<file path="src/qspif_pkg.sv">
// Shared constants and types for the serial flash pin interface.
// Assumes every user of it imports the whole package.
package qspif_pkg;

  // -------------------------------------------------------------------
  // Widths and pin positions
  // -------------------------------------------------------------------
  localparam int         QSPIF_LANES     = 4;
  localparam int         QSPIF_BYTE_W    = 8;
  localparam int         QSPIF_IO0       = 0;
  localparam int         QSPIF_IO1       = 1;
  localparam int         QSPIF_IO2       = 2;
  localparam int         QSPIF_IO3       = 3;
  localparam int         QSPIF_PINS_W    = 6;
  localparam logic [5:0] QSPIF_PINS_IDLE = 6'h3f;

  // -------------------------------------------------------------------
  // Protection region
  // -------------------------------------------------------------------
  localparam int         QSPIF_BLK_W          = 12;
  localparam int         QSPIF_MIN_PROT_BLKS  = 4;
  localparam int         QSPIF_ARRAY_BLKS     = 2048;
  localparam int         QSPIF_SRP_HW_BIT     = 0;

  // -------------------------------------------------------------------
  // Lane modes and carriers
  // -------------------------------------------------------------------
  typedef enum logic [1:0] {
    QSPIF_SINGLE,
    QSPIF_DUAL,
    QSPIF_QUAD
  } qspif_lane_e;

  // Raw pin levels, synchronised as one group
  typedef struct packed {
    logic       cs_n;
    logic       sck;
    logic [3:0] io;
  } qspif_pins_s;

  // Whole state of the pin interface
  typedef struct packed {
    logic                 sck_prev;
    logic                 cs_n_prev;
    logic                 armed;
    logic                 paused;
    logic                 quad_act;
    logic                 mode3;
    logic                 wp_n_held;
    logic [2:0]           bit_cnt;
    logic [7:0]           rx_sh;
    logic [7:0]           rx_data;
    logic                 rx_valid;
    logic [7:0]           tx_sh;
    logic                 tx_taken;
    logic                 quad_refused;
    logic                 array_write_ok;
    logic                 protreg_write_ok;
    logic [11:0]          protect_blocks;
    logic [3:0]           io_o;
    logic [3:0]           io_oe;
  } qspif_state_s;

endpackage : qspif_pkg

</file>
<file path="src/qspif_pin_if.sv">
// Device-side pin interface of a quad serial NAND flash: select,
// serial clock edges, one/two/four lane shifting, pause and write
// protection. Assumes a command decoder on the same clock supplies
// the lane mode and drive direction and consumes received bytes.
//
// Overview of operation
// - Deselected means every data line floats.
// - No command until a select falling edge.
// - Single mode samples input line on rise.
// - Single mode drives output line on fall.
// - Multi-lane: capture on rise, drive on fall.
// - Quad uses four lanes, dual two, single one.
// - Protect-enable 0: pin guards protection register only while the SRP hardware bit is set.
// - Protect-enable 1, pin low: reject all writes.
// - Protect-enable 1 refuses quad operations.
// - Protected region none for field 0, else four blocks to whole array.
// - Pause floats output, ignores input and clock.
// - Resume continues from held state.
// - Quad command turns pause pin into data.
// - Pause follows its pin only while clock low; deselect clears it at any clock level.
// - Clock modes 0 and 3 both accepted.
module qspif_pin_if
  import qspif_pkg::*;
(
  input  wire logic        clock,
  input  wire logic        rst_n,
  input  wire logic        clk_en,
  input  wire logic        cs_n_pin,
  input  wire logic        sck_pin,
  input  wire logic [3:0]  io_i,
  output logic      [3:0]  io_o,
  output logic      [3:0]  io_oe,
  input  wire qspif_lane_e lane_mode,
  input  wire logic        drive_out,
  input  wire logic [7:0]  tx_data,
  output logic             tx_taken,
  output logic [7:0]       rx_data,
  output logic             rx_valid,
  input  wire logic        protect_enable,
  input  wire logic [3:0]  block_protect_field,
  input  wire logic [1:0]  status_protect_field,
  output logic             selected,
  output logic             armed,
  output logic             paused,
  output logic             mode3,
  output logic             quad_refused,
  output logic             array_write_ok,
  output logic             protreg_write_ok,
  output logic [11:0]      protect_blocks
);

  // -------------------------------------------------------------------
  // Lane helpers
  // -------------------------------------------------------------------

  // Bits moved per clock edge
  function automatic logic [2:0] lane_step(qspif_lane_e m);
    case (m)
      QSPIF_DUAL: lane_step = 3'h2;
      QSPIF_QUAD: lane_step = 3'h4;
      default:    lane_step = 3'h1;
    endcase
  endfunction : lane_step

  // Lines driven in a read phase
  function automatic logic [3:0] lane_oe(qspif_lane_e m);
    case (m)
      QSPIF_DUAL: lane_oe = 4'h3;
      QSPIF_QUAD: lane_oe = 4'hf;
      default:    lane_oe = 4'h2;
    endcase
  endfunction : lane_oe

  // Shift captured lanes in, MSB first
  function automatic logic [7:0] shift_in(logic [7:0] sh,
                                          logic [3:0] io,
                                          qspif_lane_e m);
    case (m)
      QSPIF_DUAL: shift_in = {sh[5:0], io[1:0]};
      QSPIF_QUAD: shift_in = {sh[3:0], io[3:0]};
      default:    shift_in = {sh[6:0], io[QSPIF_IO0]};
    endcase
  endfunction : shift_in

  // Place the top bits of a byte on the lanes
  function automatic logic [3:0] lane_out(logic [7:0] b, qspif_lane_e m);
    case (m)
      QSPIF_DUAL: lane_out = {2'h0, b[7:6]};
      QSPIF_QUAD: lane_out = b[7:4];
      default:    lane_out = {2'h0, b[7], 1'h0};
    endcase
  endfunction : lane_out

  // Blocks covered by the protect field, doubling from the minimum
  function automatic logic [11:0] region_blocks(logic [3:0] bp);
    int n;
    n = 0;
    if (bp != 4'h0)
    begin
      n = QSPIF_MIN_PROT_BLKS << (int'(bp) - 1);
      if (n > QSPIF_ARRAY_BLKS)
      begin
        n = QSPIF_ARRAY_BLKS;
      end
    end
    region_blocks = n[11:0];
  endfunction : region_blocks

  // -------------------------------------------------------------------
  // Pin synchronisation
  // -------------------------------------------------------------------
  qspif_pins_s pins_raw;
  qspif_pins_s pins;

  assign pins_raw = '{cs_n: cs_n_pin, sck: sck_pin, io: io_i};

  qspif_sync #(
    .W       (QSPIF_PINS_W),
    .RST_VAL (QSPIF_PINS_IDLE)
  ) u_sync (
    .clock  (clock),
    .rst_n  (rst_n),
    .clk_en (clk_en),
    .d      (pins_raw),
    .q      (pins)
  );

  // -------------------------------------------------------------------
  // Next-state logic
  // -------------------------------------------------------------------
  qspif_state_s st_reg;
  qspif_state_s st_next;

  logic        sel;
  logic        cs_fall;
  logic        quad_req;
  logic        refuse;
  logic        hold_ok;
  logic        active;
  logic        rise;
  logic        fall;
  logic        wp_n;
  logic [3:0]  cnt_sum;
  logic [7:0]  tx_cur;
  qspif_lane_e eff;

  always_comb
  begin
    st_next          = st_reg;
    st_next.rx_valid = 1'b0;
    st_next.tx_taken = 1'b0;
    st_next.sck_prev = pins.sck;
    st_next.cs_n_prev = pins.cs_n;

    sel      = !pins.cs_n;
    cs_fall  = st_reg.cs_n_prev && !pins.cs_n;
    quad_req = sel && (lane_mode == QSPIF_QUAD);
    refuse   = quad_req && protect_enable;
    eff      = refuse ? QSPIF_SINGLE : lane_mode;
    hold_ok  = sel && !st_reg.quad_act && !quad_req;
    cnt_sum  = 4'h0;
    tx_cur   = st_reg.tx_sh;

    if (cs_fall)
    begin
      st_next.armed = 1'b1;
      st_next.mode3 = pins.sck;
    end

    // latch quad use for the frame
    if (quad_req && !refuse)
    begin
      st_next.quad_act = 1'b1;
    end

    // pause follows pin only while clock is low
    if (hold_ok && !pins.sck)
    begin
      st_next.paused = !pins.io[QSPIF_IO3];
    end

    active = sel && st_reg.armed && !st_reg.paused && !refuse;
    rise   = active && pins.sck && !st_reg.sck_prev && !drive_out;
    fall   = active && !pins.sck && st_reg.sck_prev && drive_out;

    if (rise)
    begin
      cnt_sum          = {1'b0, st_reg.bit_cnt} + {1'b0, lane_step(eff)};
      st_next.rx_sh    = shift_in(st_reg.rx_sh, pins.io, eff);
      st_next.bit_cnt  = cnt_sum[2:0];
      if (cnt_sum[3])
      begin
        st_next.rx_data  = shift_in(st_reg.rx_sh, pins.io, eff);
        st_next.rx_valid = 1'b1;
      end
    end

    if (fall)
    begin
      if (st_reg.bit_cnt == 3'h0)
      begin
        tx_cur           = tx_data;
        st_next.tx_taken = 1'b1;
      end
      cnt_sum         = {1'b0, st_reg.bit_cnt} + {1'b0, lane_step(eff)};
      st_next.io_o    = lane_out(tx_cur, eff);
      st_next.tx_sh   = tx_cur << lane_step(eff);
      st_next.bit_cnt = cnt_sum[2:0];
    end

    if (active && drive_out)
    begin
      st_next.io_oe = lane_oe(eff);
    end
    else
    begin
      st_next.io_oe = 4'h0;
    end

    // Write-protect pin level, frozen while it carries quad data
    if (st_reg.quad_act || quad_req)
    begin
      wp_n = st_reg.wp_n_held;
    end
    else
    begin
      wp_n = pins.io[QSPIF_IO2];
      st_next.wp_n_held = wp_n;
    end

    st_next.array_write_ok = !(protect_enable && !wp_n);
    st_next.protreg_write_ok =
      !(!wp_n && (protect_enable ||
                  status_protect_field[QSPIF_SRP_HW_BIT]));
    st_next.protect_blocks = region_blocks(block_protect_field);
    st_next.quad_refused   = refuse;

    // frame state cleared on deselect
    if (!sel)
    begin
      st_next.paused   = 1'b0;
      st_next.quad_act = 1'b0;
      st_next.bit_cnt  = 3'h0;
      st_next.io_oe    = 4'h0;
    end
  end

  // -------------------------------------------------------------------
  // State register
  // -------------------------------------------------------------------
  always_ff @(posedge clock)
  begin
    if (!rst_n)
    begin
      st_reg                  <= '0;
      st_reg.sck_prev         <= 1'b1;
      st_reg.cs_n_prev        <= 1'b1;
      st_reg.wp_n_held        <= 1'b1;
      st_reg.array_write_ok   <= 1'b1;
      st_reg.protreg_write_ok <= 1'b1;
    end
    else if (clk_en)
    begin
      st_reg <= st_next;
    end
  end

  // -------------------------------------------------------------------
  // Outputs
  // -------------------------------------------------------------------
  assign io_o             = st_reg.io_o;
  assign io_oe            = st_reg.io_oe;
  assign tx_taken         = st_reg.tx_taken;
  assign rx_data          = st_reg.rx_data;
  assign rx_valid         = st_reg.rx_valid;
  assign selected         = !st_reg.cs_n_prev;
  assign armed            = st_reg.armed;
  assign paused           = st_reg.paused;
  assign mode3            = st_reg.mode3;
  assign quad_refused     = st_reg.quad_refused;
  assign array_write_ok   = st_reg.array_write_ok;
  assign protreg_write_ok = st_reg.protreg_write_ok;
  assign protect_blocks   = st_reg.protect_blocks;

endmodule : qspif_pin_if

</file>
<file path="src/qspif_sync.sv">
// Two-stage synchroniser for a group of pin levels.
// Assumes the inputs are asynchronous to clock.
module qspif_sync
  import qspif_pkg::*;
#(
  parameter int                W        = QSPIF_PINS_W,
  parameter logic [W-1:0]      RST_VAL  = QSPIF_PINS_IDLE
)(
  input  wire logic            clock,
  input  wire logic            rst_n,
  input  wire logic            clk_en,
  input  wire logic [W-1:0]    d,
  output logic      [W-1:0]    q
);

  // -------------------------------------------------------------------
  // Elaboration check
  // -------------------------------------------------------------------
  if (W < 1)
  begin : g_chk
    $error("qspif_sync: W must be at least 1");
  end

  typedef struct packed {
    logic [W-1:0] meta;
    logic [W-1:0] stable;
  } qspif_sync_s;

  qspif_sync_s st_reg;
  qspif_sync_s st_next;

  // First stage feeds only the second
  always_comb
  begin
    st_next        = st_reg;
    st_next.meta   = d;
    st_next.stable = st_reg.meta;
  end

  // State register with enable
  always_ff @(posedge clock)
  begin
    if (!rst_n)
    begin
      st_reg <= {RST_VAL, RST_VAL};
    end
    else if (clk_en)
    begin
      st_reg <= st_next;
    end
  end

  assign q = st_reg.stable;

endmodule : qspif_sync
</file>
<file path="config.mk">
export PLATFORM = sky130hd
export DESIGN_NAME = qspif_pin_if
export DESIGN_NICKNAME = d
export VERILOG_FILES = /design/src/qspif_pkg.sv /design/src/qspif_pin_if.sv /design/src/qspif_sync.sv
export SDC_FILE = /design/constraint.sdc
export NUM_CORES = 1
export LEC_CHECK = 0
export ABC_AREA = 1
export ABC_CLOCK_PERIOD_IN_PS = 5300
export BUFFER_PORTS_ARGS = -buffer_cell sky130_fd_sc_hd__clkbuf_2
export CORE_AREA = 2 2 80 82
export DETAILED_ROUTE_END_ITERATION = 10
export DIE_AREA = 0 0 82 84
export GPL_TIMING_DRIVEN = 0
export PLACE_DENSITY = 0.87
export SYNTH_ARGS = -nofsm -noshare
export SYNTH_HDL_FRONTEND = slang
export SYNTH_SLANG_ARGS = --single-unit
export TNS_END_PERCENT = 20
</file>
<file path="constraint.sdc">
create_clock -name clock -period 5.3 [get_ports clock]
set_clock_uncertainty 0.15 [all_clocks]
set_input_delay 0.265 -clock clock [delete_from_list [all_inputs] [get_ports clock]]
set_output_delay 0.265 -clock clock [all_outputs]
set_load 0.01 [all_outputs]
</file>
==> Word-level counts from Yosys, hierarchy flattened <==
Index checks and enable logic that the tools add are counted.
{ "word_totals": {"regBits": 71, "latchBits": 0, "mem_bits_rw": 0, "romBits": 0, "inputBits": 27, "output_inout_bits": 37, "word_cells": 99, "memories": 0} }
{ "op_classes": {"n_addsub": 3, "mul": 0, "n_div": 0, "n_lt_le_gt_ge": 1, "eq_ne": 3, "shift": 2, "n_mux": 23, "bitwise_logic": 0, "reduce_logical": 46} }
{ "ops": {"columns": ["operator", "n"], "rows": [
  ["32-bit by 13-bit > comparator with 1-bit output (second input constant)", 1],
  ["3-bit by 32-bit left shift with 32-bit output (first input constant)", 1],
  ["12-bit 2-to-1 mux", 2],
  ["20-bit 2-to-1 mux", 1],
  ["1-bit logical AND", 19],
  ["8-bit 2-to-1 mux", 2],
  ["4-bit one-hot mux with 2 select lines", 2],
  ["8-bit one-hot mux with 2 select lines", 1],
  ["1-bit zero test", 13],
  ["3-bit 2-to-1 mux", 4],
  ["2-bit AND reduction", 6],
  ["9-bit 2-to-1 mux", 1],
  ["4-bit 2-to-1 mux", 2],
  ["8-bit by 3-bit left shift with 8-bit output", 1],
  ["3-bit one-hot mux with 2 select lines", 1],
  ["1-bit 2-to-1 mux", 5],
  ["4-bit by 1-bit subtractor with 5-bit output (second input constant)", 1],
  ["3-bit by 3-bit adder with 4-bit output", 1],
  ["2-bit == test (second input constant)", 2],
  ["2-bit 2-to-1 mux", 2],
  ["2-bit nonzero test", 2],
  ["4-bit nonzero test", 1],
  ["3-bit adder", 1],
  ["3-bit zero test", 1],
  ["4 further kinds", 5]
]} }

==> Longest topological paths before layout <==
{ "logic_depth": {"ltp_word": 14, "depth_mapped": 15, "mapped_depth_nobuf": 14} }

==> Modules after synthesis <==
From an unflattened synthesis, not the netlist that was laid out.
{ "unflattened": {"hier_cells": 513, "hier_area_um2": 3579.7} }
{ "by_module_without_submodules": {"columns": ["module", "instances", "cells_each", "area_per_inst_um2", "seq_area_each_um2"], "rows": [
  ["qspif_pin_if", 1, 461, 3161.8, 1101.1],
  ["qspif_sync", 1, 52, 417.9, 240.2]
]} }

==> Least setup slack after synthesis <==
No wires, ideal clock.
{ "synth_timing": {"path_type": "reg-to-reg", "start": "register u_sync.st_reg, in the netlist u_sync.q[5]", "end": "register st_reg[51] (netlist bit)", "t_arrival_ns": 2.041, "path_slack_ns": 3.039, "path_stages_with_launch": 11, "path_buffers": 1, "period_less_slack_ns": 2.261, "cell_sequence": "dfxtp_1 > nor2_2 > nand3_2 > nand2_1 > ha_1 > clkbuf_1 > inv_1 > fa_1 > xnor2_1 > nand3_1 > a21oi_1"} }
{ "synth_via": {"elab_chain_len": 11, "elab_cells_between_ends": 26} }
{ "synth_lines": {"columns": ["item", "line_no", "source"], "rows": [
  ["start: declaration", "qspif_sync.sv:29", "qspif_sync_s st_reg;"],
  ["start signal: assignment", "qspif_sync.sv:45", "st_reg <= {RST_VAL, RST_VAL};"],
  ["start signal: assignment", "qspif_sync.sv:49", "st_reg <= st_next;"],
  ["1-bit zero test", "qspif_pin_if.sv:155", "sel = !pins.cs_n;"],
  ["1-bit logical AND", "qspif_pin_if.sv:157", "quad_req = sel && (lane_mode == QSPIF_QUAD);"],
  ["1-bit logical AND", "qspif_pin_if.sv:158", "refuse = quad_req && protect_enable;"],
  ["2-bit 2-to-1 mux", "qspif_pin_if.sv:159", "eff = refuse ? QSPIF_SINGLE : lane_mode;"],
  ["2-bit == test or 2-bit by 1-bit == test with 1-bit output (tied branches)", "qspif_pin_if.sv:58", "case (m)"],
  ["3-bit one-hot mux with 2 select lines", "qspif_pin_if.sv:58", null],
  ["3-bit 2-to-1 mux", "qspif_pin_if.sv:186", "if (rise)"],
  ["3-bit by 3-bit adder with 4-bit output", "qspif_pin_if.sv:188", "cnt_sum = {1'b0, st_reg.bit_cnt} + {1'b0, lane_step(eff)};"],
  ["20-bit 2-to-1 mux", "qspif_pin_if.sv:186", null],
  ["3-bit 2-to-1 mux", "qspif_pin_if.sv:198", "if (fall)"],
  ["3-bit 2-to-1 mux", "qspif_pin_if.sv:239", "if (!sel)"],
  ["end signal: assignment", "qspif_pin_if.sv:264", "st_reg <= st_next;"],
  ["end: declaration", "qspif_pin_if.sv:131", "qspif_state_s st_reg;"]
]} }
Several ways; a longest one is shown, not always the timed one. The select of a mux whose other input is x is not followed.
A chain may end at the register's enable or synchronous reset.

==> Worst setup path after layout <==
Ends and elaborated chain as after synthesis.

==> impl_metrics.yaml <==
outcome:
  status: "finished clean"
critical_path:
  cp_max_fo: 9
  required_ns: 5.44
  crit_end: "st_reg[51]"
  crit_start: "u_sync.q[5]"
  r2r_cells: 10
  path_class: "reg -> reg"
  timing.rr.end: "st_reg[51]"
  arrival_ns: 2.92
  r2r_slack_ns: 2.51
  cp-start-kind: "register"
  r2r_start: "u_sync.q[5]"
  cp-end-kind: "register"
floorplanning:
  dieWidth_um: 82
  dieArea_sq_mm: 0.00689
  core_area_sq_mm: 0.00610
  rows: 29
  start_util_pct: 57.8
  design.portCount: 64
  dieHeight_um: 84
cts:
  cts_setup_buffers: 0
  cts_made_buffers: 9
  root_buffer: "clkbuf_8"
  clock_latency_ns: 0.35
  cts_tree: "built"
  cts.sinks: 67
  clk_path_buf_depth: 2
  cts_resized: 0
  clkTransAtPathRegs_ns: 0.07
  htreeDepth: 3
timing:
  max_slew_margin_pct: 63.9
  setup_ws_ns: 2.51
  final_max_slew_viol_count: 0
  setup_violations: 0
  finalSetupTns_ns: 0
  fin_crit_ns: 2.79
  worstMarginPinSlew_ns: 0.541
  finalHoldViolCount: 0
  rsz0062_at_grt: "false"
  min_period_over_period_pct: 52.6
  fmax_mhz: 359
  whs_ns: 0.0384
drt:
  drt-met1-wl_um: 3720
  top_layer: "met4"
  num_vias: 3507
  firstDrtPassIters: 5
  drc: 0
  wl_met2_um: 4240
  drt-vias-per-instance: 5.30
  wl_met3_um: 548
  wl_per_cell_um: 13.1
  drt_iter0_drc: 284
  wl_um: 8690
  drtAntennaViolNets: 0
synthesis:
  syn_inst: 501
  synth-edff-count: 0
  synth_seq_area_share_pct: 38.1
  synthTopCellsByCount: "nand2_1, dfxtp_1, nand3_1"
  synthTopCellsByArea: "dfxtp_1, nand2_1, nand3_1"
  syn_area_per_cell_sq_um: 7.03
  yosys_warnings: 0
  synth_seq_cells: 67
  synth_top_cell_area_share_pct: 38.1
  synth_cell_type_count: 38
  synth.most_common_cell: "nand2_1"
  synth_top_area_cell: "dfxtp_1"
  async_flop_share_pct: 0
  synth_area_sq_mm: 0.00352
  yosys_most_used_dff: "dfxtp_1"
power:
  power.density_mw_per_mm2: 267
  ir_drop_uv: 199
  p_leak_uw: 0.00202
hold_path:
  hp-class: "in -> reg"
  worst_hold_path.num_cells: 3
final_layout:
  final_util_pct: 69.1
  n_antenna_cell: 0
  nets: 616
  area_delta_synth_final_pct: 19.5
  drive_gt1_share_pct: 22.9
  largest_reg_flops: 22
grt:
  antenna_found_initial: 0
  grt_max_degree: 13
  grtUsageTotal_pct: 26.5
  grt_pass1_wl_um: 14300
  grt_pass1_vias: 3205
  grt_overflow: 0
placement:
  dp_hpwl_um: 6250
  port_buffers: 60
  gp_congestion: 0.929
  pre_cts_ws_ns: 2.58
job:
  drv_cap: 0
==> logic make-up after synthesis <==
kind of cell,after synthesis,share of synthesized area (%)
and+or+nand+nor,252,32.2
buffers and inverters,91,13.7
AOI/OAI and AO/OA,78,11.8
DFF,67,38.1
adders and majority gates,9,3.41
xor gates and xnor gates,3,0.746
other,1,0.106
==> cell type report <==
class | instances | area (sq um)
Fill cell | 509 | 1890
Multi-Input combinational cell | 344 | 1700
Sequential cell | 67 | 1340
Timing Repair Buffer | 67 | 370
Buffer | 48 | 319
Inverter | 43 | 164
Clock buffer | 9 | 124
Tap cell | 77 | 96.3
Clock inverter | 7 | 92.6
==> per-layer routing <==
metal / vias up / global-route usage, %
met3: 18 / 6.28
li1: 1757 / -
met1: 1602 / 33.4
met2: 130 / 43.0
met4: 0 / 10.8
met5: - / 0
==> power by group <==
group	switching, uW	total (uW)	internal, uW	leakage [uW]
sequential	8.12	523	515	0.000545
clock	203	467	264	0.000113
combinational	84.6	133	48.3	0.00136
==> critical path, stage by stage (launching register included) <==
cell	delay [ns]
dfxtp_1	0.38
nor2_2	0.16
nand3_2	0.15
nand2_1	0.15
ha_1	0.20
clkbuf_1	0.35
inv_1	0.27
fa_1	0.48
xnor2_1	0.18
nand3_1	0.09
a21oi_1	0.16
==> worst min-delay path by stage <==
stage,start,to,slack (ns)
floorplan,io_i[1],u_sync.st_next[1],0.24
global placement,u_sync.st_next[0],u_sync.st_next[0],0.29
detailed placement,u_sync.st_next[2],u_sync.st_next[2],0.29
CTS,block_protect_field[0],protect_blocks[6],0.04
global route,block_protect_field[0],protect_blocks[6],0.05
finish,block_protect_field[0],protect_blocks[6],0.04
==> placed cells by master, fill, tap and decap left out, types with 3 or more instances in the layout <==
master / instances
nand2_1: 130
dfxtp_1: 67
nand3_1: 60
clkbuf_2: 60
a21oi_1: 44
inv_1: 37
nor2_1: 30
buf_4: 29
o21ai_0: 25
clkbuf_1: 13
clkbuf_8: 10
ha_1: 8
nor2_2: 7
nor3_1: 7
dlygate4sd3_1: 7
nor2_4: 4
inv_2: 3
nand2_2: 3
nand3b_1: 3
buf_2: 3
clkinv_2: 3
==> metrics by stage <==
step | total power (uW) | cells | instance area [sq um]
finish | 1120 | 662 | 4210
global route | 1160 | 662 | 4210
CTS | 1120 | 662 | 4210
detailed placement | 660 | 639 | 3920
global placement | 656 | 639 | 3920
floorplan | 619 | 502 | 3530
==> what timing repair did <==
item	4_1_cts	5_1_grt
endpoints found under the hold margin	7	0
setup endpoints to repair	0	0
hold buffers	7	0
Note: power is estimated with default switching activity, not from simulation.
